**config.mk**
```make
export PLATFORM = sky130hd
export DESIGN_NAME = ppgvsc_top
export DESIGN_NICKNAME = d
export VERILOG_FILES = /design/src/verilog/ppgvsc_pkg.sv /design/src/verilog/ppgvsc_gate.sv /design/src/verilog/ppgvsc_shift.sv /design/src/verilog/ppgvsc_top.sv
export SDC_FILE = /design/constraint.sdc
export NUM_CORES = 1
export LEC_CHECK = 0
export BUFFER_PORTS_ARGS = -buffer_cell sky130_fd_sc_hd__buf_4
export CAP_MARGIN = 20
export CORE_MARGIN = 4
export CORE_UTILIZATION = 59
export CTS_BUF_LIST = sky130_fd_sc_hd__clkbuf_2 sky130_fd_sc_hd__clkbuf_4 sky130_fd_sc_hd__clkbuf_8
export CTS_CLUSTER_DIAMETER = 120
export DETAILED_ROUTE_END_ITERATION = 7
export HOLD_SLACK_MARGIN = 0.06
export PLACE_DENSITY = 0.86
export SLEW_MARGIN = 20
export SYNTH_ARGS = -nofsm -noshare
export SYNTH_HDL_FRONTEND = slang
export SYNTH_SLANG_ARGS = --single-unit
```
**constraint.sdc**
```tcl
create_clock -name clk -period 3 [get_ports clk]
set_clock_uncertainty 0.1 [all_clocks]
set_input_delay 0.6 -clock clk [delete_from_list [all_inputs] [get_ports clk]]
set_output_delay 0.6 -clock clk [all_outputs]
set_load 0.01 [all_outputs]
```
**src/verilog/ppgvsc_pkg.sv**
```systemverilog
// constants, register map and carrier types of the detector/test/serial control bank
// assumes a single 10 MHz clock and an AXI4-Lite master with 8-bit byte addresses
package ppgvsc_pkg;

    // ------------------------------------------------------------
    // register indices (byte address is four times the index)
    // ------------------------------------------------------------
    localparam logic [3:0] IDX_PAD  = 4'h8;
    localparam logic [3:0] IDX_PFD  = 4'hB;
    localparam logic [3:0] IDX_VCO  = 4'hC;
    localparam logic [3:0] IDX_TEST = 4'hD;
    localparam logic [3:0] IDX_LOCK = 4'hF;

    // ------------------------------------------------------------
    // field positions
    // ------------------------------------------------------------
    localparam int PFD_SWAP   = 3;
    localparam int PFD_UP_EN  = 4;
    localparam int PFD_DOWN_GATE = 5;
    localparam int PFD_LD_EN  = 6;
    localparam int PFD_FUP    = 7;
    localparam int PFD_FDN    = 8;
    localparam int PFD_MUTE   = 9;
    localparam int TST_SEL    = 0;
    localparam int TST_VAL    = 4;
    localparam int TST_QUART  = 6;
    localparam int TST_AUTO   = 7;
    localparam int PAD_GPIO   = 5;
    localparam int PAD_SDO    = 6;

    // ------------------------------------------------------------
    // reset values and codes
    // ------------------------------------------------------------
    localparam logic [11:0] PFD_RST  = 12'h872;
    localparam logic [9:0]  VCO_RST  = 10'h000;
    localparam logic [7:0]  TST_RST  = 8'h0A;
    localparam logic [1:0]  PAD_RST  = 2'h3;
    localparam logic [3:0]  SEL_PFD  = 4'h1;
    localparam logic [3:0]  SEL_LAST = 4'h9;
    localparam logic [3:0]  SEL_TEST = 4'hA;
    localparam logic [3:0]  SER_LAST = 4'h9;
    localparam logic [1:0]  RSP_OK   = 2'h0;
    localparam logic [1:0]  RSP_ERR  = 2'h2;

    // ------------------------------------------------------------
    // types
    // ------------------------------------------------------------
    typedef enum logic [1:0] {
        SER_IDLE = 2'b01,
        SER_SEND = 2'b10
    } ppgvsc_ser_t;

    typedef struct packed {
        logic [7:0]  awaddr;
        logic        awvalid;
        logic [31:0] wdata;
        logic [3:0]  wstrb;
        logic        wvalid;
        logic        bready;
        logic [7:0]  araddr;
        logic        arvalid;
        logic        rready;
    } ppgvsc_req_t;

    typedef struct packed {
        logic        awready;
        logic        wready;
        logic [1:0]  bresp;
        logic        bvalid;
        logic        arready;
        logic [31:0] rdata;
        logic [1:0]  rresp;
        logic        rvalid;
    } ppgvsc_rsp_t;

endpackage

```
**src/verilog/ppgvsc_gate.sv**
```systemverilog
// up/down output gating of the phase detector
// assumes raw comparator results synchronous to clk
`timescale 1ns/1ps
module ppgvsc_gate (
    input  wire logic        clk,
    input  wire logic        arst_n,
    input  wire logic        raw_up,
    input  wire logic        raw_dn,
    input  wire logic        locked,
    input  wire logic [11:0] ctrl,
    output logic             up,
    output logic             dn
);
    logic cmp_up;
    logic cmp_dn;
    logic open_up;
    logic open_dn;

    always_comb
    begin
        cmp_up = ctrl[ppgvsc_pkg::PFD_SWAP] ? raw_dn : raw_up;
        cmp_dn = ctrl[ppgvsc_pkg::PFD_SWAP] ? raw_up : raw_dn;
        if (ctrl[ppgvsc_pkg::PFD_MUTE])
        begin
            // unlocked: enables ignored so the loop can pull in
            open_up = locked ? ctrl[ppgvsc_pkg::PFD_UP_EN] : 1'b1;
            open_dn = locked ? ctrl[ppgvsc_pkg::PFD_DOWN_GATE] : 1'b1;
        end
        else
        begin
            open_up = ctrl[ppgvsc_pkg::PFD_UP_EN];
            open_dn = ctrl[ppgvsc_pkg::PFD_DOWN_GATE];
        end
    end

    always_ff @(posedge clk or negedge arst_n)
    begin
        if (!arst_n)
        begin
            up <= 1'b0;
            dn <= 1'b0;
        end
        else
        begin
            up <= ctrl[ppgvsc_pkg::PFD_FUP] | (cmp_up & open_up);
            dn <= ctrl[ppgvsc_pkg::PFD_FDN] | (cmp_dn & open_dn);
        end
    end
endmodule

```
**src/verilog/ppgvsc_shift.sv**
```systemverilog
// serial sender of the 10-bit oscillator word
// assumes ref_in synchronous to clk and toggling slower than clk/2
`timescale 1ns/1ps
module ppgvsc_shift (
    input  wire logic       clk,
    input  wire logic       arst_n,
    input  wire logic       ref_in,
    input  wire logic       quarter,
    input  wire logic       start,
    input  wire logic [9:0] word,
    output logic            sclk,
    output logic            sen,
    output logic            sdata
);
    ppgvsc_pkg::ppgvsc_ser_t state;
    logic       ref_q;
    logic [1:0] div;
    logic       pend;
    logic [8:0] sr;
    logic [3:0] cnt;
    logic       lvl;
    logic       fall;
    logic       load;

    // data moves on the falling serial edge, the oscillator samples on the rising one
    assign lvl  = quarter ? div[1] : ref_q;
    assign fall = sclk & ~lvl;
    assign load = fall && state == ppgvsc_pkg::SER_IDLE && pend;

    always_ff @(posedge clk or negedge arst_n)
    begin
        if (!arst_n)
        begin
            ref_q <= 1'b0;
            div   <= 2'h0;
            sclk  <= 1'b0;
        end
        else
        begin
            ref_q <= ref_in;
            sclk  <= lvl;
            if (ref_in && !ref_q)
                div <= div + 2'h1;
        end
    end

    // a start during a frame is kept and sent after it; set wins over clear
    always_ff @(posedge clk or negedge arst_n)
    begin
        if (!arst_n)
            pend <= 1'b0;
        else
            pend <= start | (pend & ~load);
    end

    always_ff @(posedge clk or negedge arst_n)
    begin
        if (!arst_n)
        begin
            state <= ppgvsc_pkg::SER_IDLE;
            sen   <= 1'b0;
            sdata <= 1'b0;
            sr    <= 9'h000;
            cnt   <= 4'h0;
        end
        else if (fall)
        begin
            case (state)
                ppgvsc_pkg::SER_IDLE:
                    if (pend)
                    begin
                        state <= ppgvsc_pkg::SER_SEND;
                        sen   <= 1'b1;
                        sdata <= word[9];
                        sr    <= word[8:0];
                        cnt   <= 4'h0;
                    end
                ppgvsc_pkg::SER_SEND:
                    if (cnt == ppgvsc_pkg::SER_LAST)
                    begin
                        state <= ppgvsc_pkg::SER_IDLE;
                        sen   <= 1'b0;
                        sdata <= 1'b0;
                    end
                    else
                    begin
                        sdata <= sr[8];
                        sr    <= {sr[7:0], 1'b0};
                        cnt   <= cnt + 4'h1;
                    end
                default:
                    state <= ppgvsc_pkg::SER_IDLE;
            endcase
        end
    end
endmodule

```
**src/verilog/ppgvsc_top.sv**
```systemverilog
// register bank: detector gating, test pin mux, oscillator serial word, lock flag
// assumes an AXI4-Lite master on clk, and pin inputs synchronous to clk
//
// Overview of operation
// - swap bit one exchanges the detector inputs for a negative tuning slope
// - up enable, default one, gates the up output per mute mode
// - down enable, default one, gates the down output per mute mode
// - lock indicator enable drives the lock flag onto the shared pin
// - force-up holds the up output active regardless of comparison
// - force-down holds the down output active regardless of comparison
// - muted and locked: an enable of zero disables its output
// - muted and unlocked: both outputs pass, enables ignored
// - mute clear: enables gate their outputs at all times
// - writing the oscillator word sends it only while auto send is one
// - four-bit selector routes test pairs 0 and 2 to 9 to the two pins, selector one the detector outputs
// - selector ten, the reset value, drives the two-bit test field
// - serial clock is reference over four when selected, else reference
// - auto send puts data on shared pin, clock on pin one, enable pin zero
// - read-only status bit reports the lock flag, reset zero
// - the two aux pins drive only while their pad enable is set
// - the shared pin drives only while its own pad enable is set
`timescale 1ns/1ps
module ppgvsc_top (
    input  wire logic                     clk,
    input  wire logic                     arst_n,
    input  wire ppgvsc_pkg::ppgvsc_req_t  axi_req,
    output ppgvsc_pkg::ppgvsc_rsp_t       axi_rsp,
    input  wire logic                     ref_in,
    input  wire logic                     pfd_raw_up,
    input  wire logic                     pfd_raw_dn,
    input  wire logic                     lock_detect,
    input  wire logic [19:0]              test_pair_in,
    output logic                          pfd_up,
    output logic                          pfd_dn,
    output logic                          lock_or_serial_out_pin,
    output logic                          lock_or_serial_out_pin_oe,
    output logic                          aux_pin_zero,
    output logic                          aux_pin_zero_oe,
    output logic                          aux_pin_one,
    output logic                          aux_pin_one_oe
);
    // ------------------------------------------------------------
    // state
    // ------------------------------------------------------------
    logic [11:0] pfd_ctrl;
    logic [9:0]  vco_word;
    logic [7:0]  test_cfg;
    logic [1:0]  pad_en;
    logic        lock_q;
    logic        aw_held;
    logic        w_held;
    logic [7:0]  aw_addr;
    logic [31:0] w_data;
    logic [3:0]  w_strb;
    logic        bvalid;
    logic [1:0]  bresp;
    logic        rvalid;
    logic [1:0]  rresp;
    logic [31:0] rdata;
    logic        wr_go;
    logic        start;
    logic        sclk;
    logic        sen;
    logic        sdata;
    logic [31:0] next_rdata;
    logic        rd_hit;
    logic [1:0]  next_aux;
    logic [31:0] wr_val;
    logic        wr_any;

    function automatic logic hit(input logic [7:0] a, input logic [3:0] idx);
        hit = (a == {2'h0, idx, 2'h0});
    endfunction

    function automatic logic mapped(input logic [7:0] a);
        mapped = hit(a, ppgvsc_pkg::IDX_PAD) || hit(a, ppgvsc_pkg::IDX_PFD)
              || hit(a, ppgvsc_pkg::IDX_VCO) || hit(a, ppgvsc_pkg::IDX_TEST)
              || hit(a, ppgvsc_pkg::IDX_LOCK);
    endfunction

    // ------------------------------------------------------------
    // write channel
    // ------------------------------------------------------------
    assign axi_rsp.awready = !aw_held && !bvalid;
    assign axi_rsp.wready  = !w_held && !bvalid;
    assign axi_rsp.bvalid  = bvalid;
    assign axi_rsp.bresp   = bresp;
    assign wr_go           = aw_held && w_held && !bvalid;
    assign wr_any          = |w_strb;

    always_ff @(posedge clk or negedge arst_n)
    begin
        if (!arst_n)
        begin
            aw_held <= 1'b0;
            aw_addr <= 8'h00;
        end
        else if (axi_req.awvalid && axi_rsp.awready)
        begin
            aw_held <= 1'b1;
            aw_addr <= axi_req.awaddr;
        end
        else if (wr_go)
            aw_held <= 1'b0;
    end

    always_ff @(posedge clk or negedge arst_n)
    begin
        if (!arst_n)
        begin
            w_held <= 1'b0;
            w_data <= 32'h0000_0000;
            w_strb <= 4'h0;
        end
        else if (axi_req.wvalid && axi_rsp.wready)
        begin
            w_held <= 1'b1;
            w_data <= axi_req.wdata;
            w_strb <= axi_req.wstrb;
        end
        else if (wr_go)
            w_held <= 1'b0;
    end

    always_ff @(posedge clk or negedge arst_n)
    begin
        if (!arst_n)
        begin
            bvalid <= 1'b0;
            bresp  <= ppgvsc_pkg::RSP_OK;
        end
        else if (wr_go)
        begin
            bvalid <= 1'b1;
            bresp  <= mapped(aw_addr) ? ppgvsc_pkg::RSP_OK : ppgvsc_pkg::RSP_ERR;
        end
        else if (axi_req.bready)
            bvalid <= 1'b0;
    end

    // ------------------------------------------------------------
    // register storage, byte lanes merged into the old value
    // ------------------------------------------------------------
    always_comb
    begin
        wr_val = 32'h0000_0000;
        wr_val[11:0] = pfd_ctrl;
        if (hit(aw_addr, ppgvsc_pkg::IDX_VCO))
            wr_val[9:0] = vco_word;
        else if (hit(aw_addr, ppgvsc_pkg::IDX_TEST))
            wr_val[7:0] = test_cfg;
        else if (hit(aw_addr, ppgvsc_pkg::IDX_PAD))
            wr_val[6:5] = pad_en;
        for (int b = 0; b < 4; b++)
        begin
            if (w_strb[b])
                wr_val[8*b +: 8] = w_data[8*b +: 8];
        end
    end

    always_ff @(posedge clk or negedge arst_n)
    begin
        if (!arst_n)
        begin
            pfd_ctrl <= ppgvsc_pkg::PFD_RST;
            vco_word <= ppgvsc_pkg::VCO_RST;
            test_cfg <= ppgvsc_pkg::TST_RST;
            pad_en   <= ppgvsc_pkg::PAD_RST;
        end
        else if (wr_go)
        begin
            if (hit(aw_addr, ppgvsc_pkg::IDX_PFD))
                pfd_ctrl <= wr_val[11:0];
            else if (hit(aw_addr, ppgvsc_pkg::IDX_VCO))
                vco_word <= wr_val[9:0];
            else if (hit(aw_addr, ppgvsc_pkg::IDX_TEST))
                test_cfg <= wr_val[7:0];
            else if (hit(aw_addr, ppgvsc_pkg::IDX_PAD))
                pad_en <= wr_val[6:5];
        end
    end

    // a word written with auto send off is stored but never sent
    assign start = wr_go && wr_any && hit(aw_addr, ppgvsc_pkg::IDX_VCO)
                && test_cfg[ppgvsc_pkg::TST_AUTO];

    // ------------------------------------------------------------
    // read channel
    // ------------------------------------------------------------
    always_comb
    begin
        next_rdata = 32'h0000_0000;
        rd_hit     = 1'b1;
        if (hit(axi_req.araddr, ppgvsc_pkg::IDX_PFD))
            next_rdata[11:0] = pfd_ctrl;
        else if (hit(axi_req.araddr, ppgvsc_pkg::IDX_VCO))
            next_rdata[9:0] = vco_word;
        else if (hit(axi_req.araddr, ppgvsc_pkg::IDX_TEST))
            next_rdata[7:0] = test_cfg;
        else if (hit(axi_req.araddr, ppgvsc_pkg::IDX_PAD))
            next_rdata[6:5] = pad_en;
        else if (hit(axi_req.araddr, ppgvsc_pkg::IDX_LOCK))
            next_rdata[0] = lock_q;
        else
            rd_hit = 1'b0;
    end

    assign axi_rsp.arready = !rvalid;
    assign axi_rsp.rvalid  = rvalid;
    assign axi_rsp.rdata   = rdata;
    assign axi_rsp.rresp   = rresp;

    always_ff @(posedge clk or negedge arst_n)
    begin
        if (!arst_n)
        begin
            rvalid <= 1'b0;
            rdata  <= 32'h0000_0000;
            rresp  <= ppgvsc_pkg::RSP_OK;
        end
        else if (axi_req.arvalid && axi_rsp.arready)
        begin
            rvalid <= 1'b1;
            rdata  <= next_rdata;
            rresp  <= rd_hit ? ppgvsc_pkg::RSP_OK : ppgvsc_pkg::RSP_ERR;
        end
        else if (axi_req.rready)
            rvalid <= 1'b0;
    end

    // ------------------------------------------------------------
    // lock flag and detector gating
    // ------------------------------------------------------------
    always_ff @(posedge clk or negedge arst_n)
    begin
        if (!arst_n)
            lock_q <= 1'b0;
        else
            lock_q <= lock_detect;
    end

    ppgvsc_gate u_gate (
        .clk    (clk),
        .arst_n (arst_n),
        .raw_up (pfd_raw_up),
        .raw_dn (pfd_raw_dn),
        .locked (lock_q),
        .ctrl   (pfd_ctrl),
        .up     (pfd_up),
        .dn     (pfd_dn)
    );

    ppgvsc_shift u_shift (
        .clk     (clk),
        .arst_n  (arst_n),
        .ref_in  (ref_in),
        .quarter (test_cfg[ppgvsc_pkg::TST_QUART]),
        .start   (start),
        .word    (vco_word),
        .sclk    (sclk),
        .sen     (sen),
        .sdata   (sdata)
    );

    // ------------------------------------------------------------
    // pins
    // ------------------------------------------------------------
    always_comb
    begin
        next_aux = 2'h0;
        if (test_cfg[ppgvsc_pkg::TST_AUTO])
            next_aux = {sclk, sen};
        else if (test_cfg[3:0] == ppgvsc_pkg::SEL_TEST)
            next_aux = test_cfg[ppgvsc_pkg::TST_VAL +: 2];
        else if (test_cfg[3:0] == ppgvsc_pkg::SEL_PFD)
            next_aux = {pfd_up, pfd_dn};
        else if (test_cfg[3:0] <= ppgvsc_pkg::SEL_LAST)
            next_aux = test_pair_in[2*test_cfg[3:0] +: 2];
    end

    always_ff @(posedge clk or negedge arst_n)
    begin
        if (!arst_n)
        begin
            aux_pin_one     <= 1'b0;
            aux_pin_zero    <= 1'b0;
            aux_pin_one_oe  <= 1'b0;
            aux_pin_zero_oe <= 1'b0;
        end
        else
        begin
            aux_pin_one     <= next_aux[1];
            aux_pin_zero    <= next_aux[0];
            aux_pin_one_oe  <= pad_en[0];
            aux_pin_zero_oe <= pad_en[0];
        end
    end

    // serial data outranks the lock flag on the shared pin
    always_ff @(posedge clk or negedge arst_n)
    begin
        if (!arst_n)
        begin
            lock_or_serial_out_pin    <= 1'b0;
            lock_or_serial_out_pin_oe <= 1'b0;
        end
        else
        begin
            if (test_cfg[ppgvsc_pkg::TST_AUTO])
                lock_or_serial_out_pin <= sdata;
            else
                lock_or_serial_out_pin <= lock_q && pfd_ctrl[ppgvsc_pkg::PFD_LD_EN];
            lock_or_serial_out_pin_oe <= pad_en[1] && (test_cfg[ppgvsc_pkg::TST_AUTO]
                                      || pfd_ctrl[ppgvsc_pkg::PFD_LD_EN]);
        end
    end
endmodule
```
# ---- Word-level counts from Yosys, hierarchy flattened
# Cells that the tools add are included.
dict set report totals {
  ff_bits 106
  inputBits 83
}
dict set report classes {
  addsub 2
  n_lt_le_gt_ge 1
  n_eq_ne 18
  shift 1
  muxes 60
  n_bitwise 12
  n_reduce_logical 40
}
# cell n
set ops {}
lappend ops {{$eq 8x6->1 const B} 10}
lappend ops {{$mux 2} 16}
lappend ops {{$mux 1} 29}
lappend ops {{$mux 8} 3}
lappend ops {{$shiftx 20x6->2} 1}
lappend ops {{$mux 9} 2}
lappend ops {{$pmux 9 s2} 1}
lappend ops {{$logic_and 1x1->1} 15}
lappend ops {{$mux 4} 3}
lappend ops {{$reduce_and 3->1} 4}
lappend ops {{$reduce_and 4->1} 3}
lappend ops {{$mux 10} 1}
lappend ops {{$reduce_bool 2->1} 5}
lappend ops {{$eq 4x4->1 const B} 2}
lappend ops {{$pmux 4 s2} 1}
lappend ops {{$logic_not 1->1} 5}
lappend ops {{$logic_or 1x1->1} 5}
lappend ops {{$mux 5} 1}
lappend ops {{$not 1->1} 5}
lappend ops {{$reduce_and 5->1} 1}
lappend ops {{$add 4x1->4 const B} 1}
lappend ops {{$and 1x1->1} 4}
lappend ops {{$eq 4x1->1 const B} 1}
lappend ops {{$le 4x4->1 const B} 1}
lappend ops {{10 further kinds} 14}

# ---- Longest topological paths before layout
dict set report logic_depth {
  word_depth 8
  ltp_mapped 8
  ltp_nobuf 6
}

# ---- Cells and area by module
# Synthesis repeated with hierarchy kept, for this count alone.
dict set report hier_totals {
  hier_cells 438
  area_unflattened_um2 5190.0
}
# mod instances cells_each area_each_um2
set by_module_without_submodules {}
lappend by_module_without_submodules {ppgvsc_top 1 334 3912.5}
lappend by_module_without_submodules {ppgvsc_shift 1 95 1176.1}
lappend by_module_without_submodules {ppgvsc_gate 1 9 101.3}

# ---- Worst setup path after synthesis
# No wires, ideal clock.
dict set report synth_path {
  path_type {in2reg}
  startpoint {in axi_req[6] (netlist bit)}
  endpoint {reg rdata[1]}
  t_arrival_ns 1.673
  setup_slack_ns 1.144
  cell_stages 7
  n_path_buf 3
  path_cell_list {clkbuf_1 > nor2b_1 > clkbuf_1 > nor2b_1 > buf_2 > a22oi_1 > o21ai_0}
}
dict set report synth_via {
  elab_chain_cells 4
  elab_cells_between_ends 6
}
# item line
set synth_lines {}
lappend synth_lines {{start: declaration} ppgvsc_top.sv:26} ;# input wire ppgvsc_pkg::ppgvsc_req_t axi_req,
lappend synth_lines {{$eq 8x6->1} ppgvsc_top.sv:72} ;# hit = (a == {2'h0, idx, 2'h0});
lappend synth_lines {{$mux 4} ppgvsc_top.sv:198} ;# else if (hit(axi_req.araddr, ppgvsc_pkg::IDX_TEST))
lappend synth_lines {{$mux 8} ppgvsc_top.sv:196} ;# else if (hit(axi_req.araddr, ppgvsc_pkg::IDX_VCO))
lappend synth_lines {{$mux 10 *} ppgvsc_top.sv:194} ;# if (hit(axi_req.araddr, ppgvsc_pkg::IDX_PFD))
lappend synth_lines {{end signal: assignment} ppgvsc_top.sv:224} ;# rdata <= next_rdata;
lappend synth_lines {{end: declaration} ppgvsc_top.sv:59} ;# logic [31:0] rdata;
# Mark *: on every way between the ends. The rest lies on a longest branch, timed or not.
# A chain may end at the register's enable or synchronous reset.

# ---- Worst setup path in the final report
dict set report layout_path {
  startpoint {reg aw_addr[7]}
  endpoint {reg vco_word[4]}
}
dict set report layout_via {
  elab_chain_cells 4
  elab_cells_between_ends 8
}
# item line
set layout_lines {}
lappend layout_lines {{start: declaration} ppgvsc_top.sv:52} ;# logic [7:0] aw_addr;
lappend layout_lines {{start signal: assignment} ppgvsc_top.sv:101} ;# aw_addr <= axi_req.awaddr;
lappend layout_lines {{$eq 8x6->1} ppgvsc_top.sv:72}
lappend layout_lines {{$mux 5} ppgvsc_top.sv:150} ;# else if (hit(aw_addr, ppgvsc_pkg::IDX_TEST))
lappend layout_lines {{$mux 8} ppgvsc_top.sv:148} ;# if (hit(aw_addr, ppgvsc_pkg::IDX_VCO))
lappend layout_lines {{$mux 8} ppgvsc_top.sv:156} ;# if (w_strb[b])
lappend layout_lines {{end signal: assignment} ppgvsc_top.sv:166} ;# vco_word <= ppgvsc_pkg::VCO_RST;
lappend layout_lines {{end signal: assignment} ppgvsc_top.sv:175} ;# vco_word <= wr_val[9:0];
lappend layout_lines {{end: declaration} ppgvsc_top.sv:46} ;# logic [9:0] vco_word;
# Parallel ways exist; a longest one is shown, timed or not.

==> metrics list <==
- Once layout is complete, the utilization of the core stands at 71.1%.
- Met2 Resource Use GR: 36.1%
- Area fraction in and, or, nand and nor cells after synthesis: approximately an eighth
- The die is 99.7 um wide.
* Wirelength per Cell: between 15 and 20 um
- Antenna diode instance count: 0
- Final ANT Viol Nets: 0
- The cell area that synthesis handed to floorplanning was 4960 um^2.
- Ordered cell list for the critical path: nor4_2 -> nand3_1 -> nor3_2 -> mux2_2
* CTS H-tree lvls: 3
- The number of global-route vias before repair came to 3597.
* Die height: 99.7 um
- Maximum number of pins on one net before global-route repair: 47
- The number of endpoints with negative hold slack in the final report was 0.
- The synthesized netlist devotes 9.59% of its cell area to compound gates.
- In this run the worst path has a maximum fanout of 6.
* FP Rows: 33
- On the final layout, the worst hold slack is about 120 ps.
- TritonCTS clock tree: yes
- By startpoint and endpoint, the worst setup path is classified as reg2reg.
- RSZ-0062 raised after global routing: false
- FFs w/ async S/R, synth: 100%
* Hold Buf Count CTS: 0
- Grouping stages by cell kind, the critical path spends the most delay in simple AND/OR/NAND/NOR gates.
* Port buffer count: 87
- CTS saw 104 sinks.
* Arithmetic-cell share of the synthesized area counting full adders, half adders and majority gates: about 1.0%
* Post-CTS resize count: 0
- The layer flagged by global routing as most heavily used is met2.
- The core region is 8180 um^2.
- The total overflow left after global routing is 0.
* Slowest-stage cell, CP: sky130_fd_sc_hd__nor3_2
- Crit path buffers/inverters: 0
- For this block, the via count after detailed routing is around 3500.
- Based on the critical path, the design can be clocked at up to about 450 MHz.
- Pre-Repair DR Iteration Count: 4
* Met1 Usage GRT: approximately 28%
* Power density relative to cell area: ~680 nW/um^2
* Final GP Congestion: 0.826
* Setup slack at placement: 812 ps
- In the finished design, the share of the clock period the worst path needs comes to between 70% and 80%.
- Total of max-cap violations: 0
- Of the total synthesized cell area, the portion taken by XOR and XNOR cells is 0.353%.
- IR analysis of the VDD net gives a maximum drop of 0.589 mV.
- Maximum number of buffers from clock root to sink: 2
- In this run, synthesis produced a sequential element count of 104.
- Slowest stage delay, CP: 530 ps
- In this run, CTS created clock tree buffers numbering 9.
- In the routed layout, each cell is associated on average with a via count of roughly 5.7.
* Detailed router's first-iteration violation count: 172
- In the post-route analysis, the smallest setup slack over all paths is 796 ps.
- Synthesis produced 432 cells.
* Total Die Area: 9930 um^2
* Number of endpoints failing setup at the final stage: 0
* GR Util met3: 3.79%
* Commonest cells after routing, fill and taps aside: sky130_fd_sc_hd__dfrtp_1, sky130_fd_sc_hd__buf_4, sky130_fd_sc_hd__mux2_2, sky130_fd_sc_hd__nand2_1, sky130_fd_sc_hd__o21ai_0
* Startpoint class of the critical path: flop
- The number of antenna violations at the first check in global routing came to 0.
* Share of synthesized area spent on multiplexers: 18.0%
- The flow ran to the end, and the final reports show no timing, DRC or antenna violations.
- Required time of the worst setup path: approximately 3200 ps
- Overall Global Routing Usage: about 22%
* Slack of the worst reg-to-reg path: just under 800 ps
* Worst slew slack as a fraction of its limit: 41.5%
- The first global-routing pass estimated 17.3 mm of wire.
- Number of warnings printed during yosys synthesis: 0
* Type of the most critical hold path: in2async
* CTS Root Cell: sky130_fd_sc_hd__clkbuf_8
* Post-detailed-placement half-perimeter wirelength: 7.88 mm
- Top_reg_cell synth: sky130_fd_sc_hd__dfrtp_1
- The number of max-slew violations in the final report came to 0.
* Detailed-route wire length: 10.5 mm
* Most common cell after layout, fill and taps aside: sky130_fd_sc_hd__dfrtp_1
- The number of setup buffers added after CTS is 0.
- Initial Util: 60.6%
- Post-route DRC: 0
- Synthesized area per cell: around 11 um^2
- Register area share after synthesis: 52.8%
- Counting flops with a built-in enable in the synthesized netlist gives 0.
- After filler insertion, the fill cell instance count of the layout stands at 576.
- For this design the top-level I/O count stands at 132.
* Clock latency on the worst-skew pair: 370 ps
- STA puts the critical path data arrival time at 2350 ps.
- After clock tree synthesis, the clock-pin slew on the worst setup and hold paths is 100 ps.
- Combinational family with the most area after synthesis: multiplexers
* Tot Pwr: 3.93 mW
- The worst setup path is captured at a flop.
- Post-synthesis to final-layout area growth: 17.3%
- Slew at the pin closest to its max-slew limit: 877 ps
- The netlist uses 54 different library cells.
* Final-stage net count: 598
- Setup TNS Final: 0 ps
- Of the cells placed in the final design, the portion with a size suffix greater than 1 is 34.7%.
- The analysis attributes to cell leakage a power of 2.63 nW.
- For the finished layout, the period the worst path requires is roughly 2200 ps.
[power by group]
| group | internal, mW | switching (mW) |
|---|---|---|
| Clock | 0.437 | 0.482 |
| Sequential | 1.72 | 0.328 |
| Combinational | 0.504 | 0.458 |
[final timing paths]
path / from / to / cells after the start
setup / recovery: aw_addr[7] / vco_word[4] / 4
hold / removal: arst_n / w_data[11] / 1
setup reg to reg: aw_addr[7] / vco_word[4] / 4
hold reg to reg: pad_en[0] / aux_pin_one_oe / 0
max in group asynchronous: arst_n / test_cfg[3] / 2
min in group clk: lock_detect / lock_q / 1
[worst reg2reg max path: stages, from the launching register on]
cell                      delay, ps
sky130_fd_sc_hd__dfrtp_1        420
sky130_fd_sc_hd__nor4_2         400
sky130_fd_sc_hd__nand3_1        230
sky130_fd_sc_hd__nor3_2         530
sky130_fd_sc_hd__mux2_2         410
[cell type report]
| cell class | instances | area [um^2] | share of cell area [%] |
|---|---|---|---|
| clock inverter | 5 | 63.8 | 1.10 |
| clock buffer | 11 | 151 | 2.60 |
| sequential | 104 | 2620 | 45.0 |
| tap | 105 | 131 | 2.26 |
| multi-input combinational | 295 | 2120 | 36.5 |
| timing repair buffer | 91 | 696 | 12.0 |
| inverter | 10 | 37.5 | 0.645 |
[routing by layer]
layer / vias up / share of wire, %
met1: 1740 / 42
met5: - / 0
met3: 23 / 5.9
met4: 0 / 2.5
li1: 1637 / -
met2: 119 / 50
[through the flow]
stage               instances  cell area (um^2)
floorplan                 453              5040
global placement          605              5600
detailed placement        605              5600
CTS                       621              5820
global route              621              5820
finish                    621              5820
[cell usage after synthesis (all sizes together), types with 2 or more instances]
master	count	area [um^2]
a221oi	3	26.3
xnor2	2	17.5
mux4	2	45.0
ha	4	50.1
nor2	14	55.1
inv	10	37.5
nand2b	6	37.5
nor4b	4	35.0
a2111oi	2	17.5
clkbuf	13	48.8
a211oi	2	15.0
mux2	55	619
nor3	4	36.3
nor4	2	18.8
a22oi	7	52.6
nor2b	10	62.6
nand2	43	161
nand3b	2	15.0
and2	5	31.3
a21oi	6	30.0
mux2i	23	230
a22o	7	61.3
nand3	10	50.1
nand4	3	25.0
o21bai	2	15.0
dfrtp	94	2350
dfstp	10	263
buf	31	214
o21ai	35	175
nand4b	2	17.5
and3	2	12.5
o31ai	2	15.0
a31oi	2	12.5
[flip-flops by register name (all words and copies together) (netlist names), 2 cells and up]
register       count
w_strb             4
pfd_ctrl          12
u_shift.div        2
w_data            12
u_shift.state      2
rdata             12
u_shift.cnt        4
aw_addr            8
u_shift.sr         9
vco_word          10
test_cfg           8
pad_en             2
[kinds of logic after synthesis]
| group | after synthesis |
|---|---|
| simple gates | 112 |
| flops | 104 |
| mux | 80 |
| compound gates | 75 |
| buf+inv | 54 |
| fa+ha+maj | 4 |
| xor+xnor | 2 |
| other cells | 1 |
(Power assumes the default switching activity.)
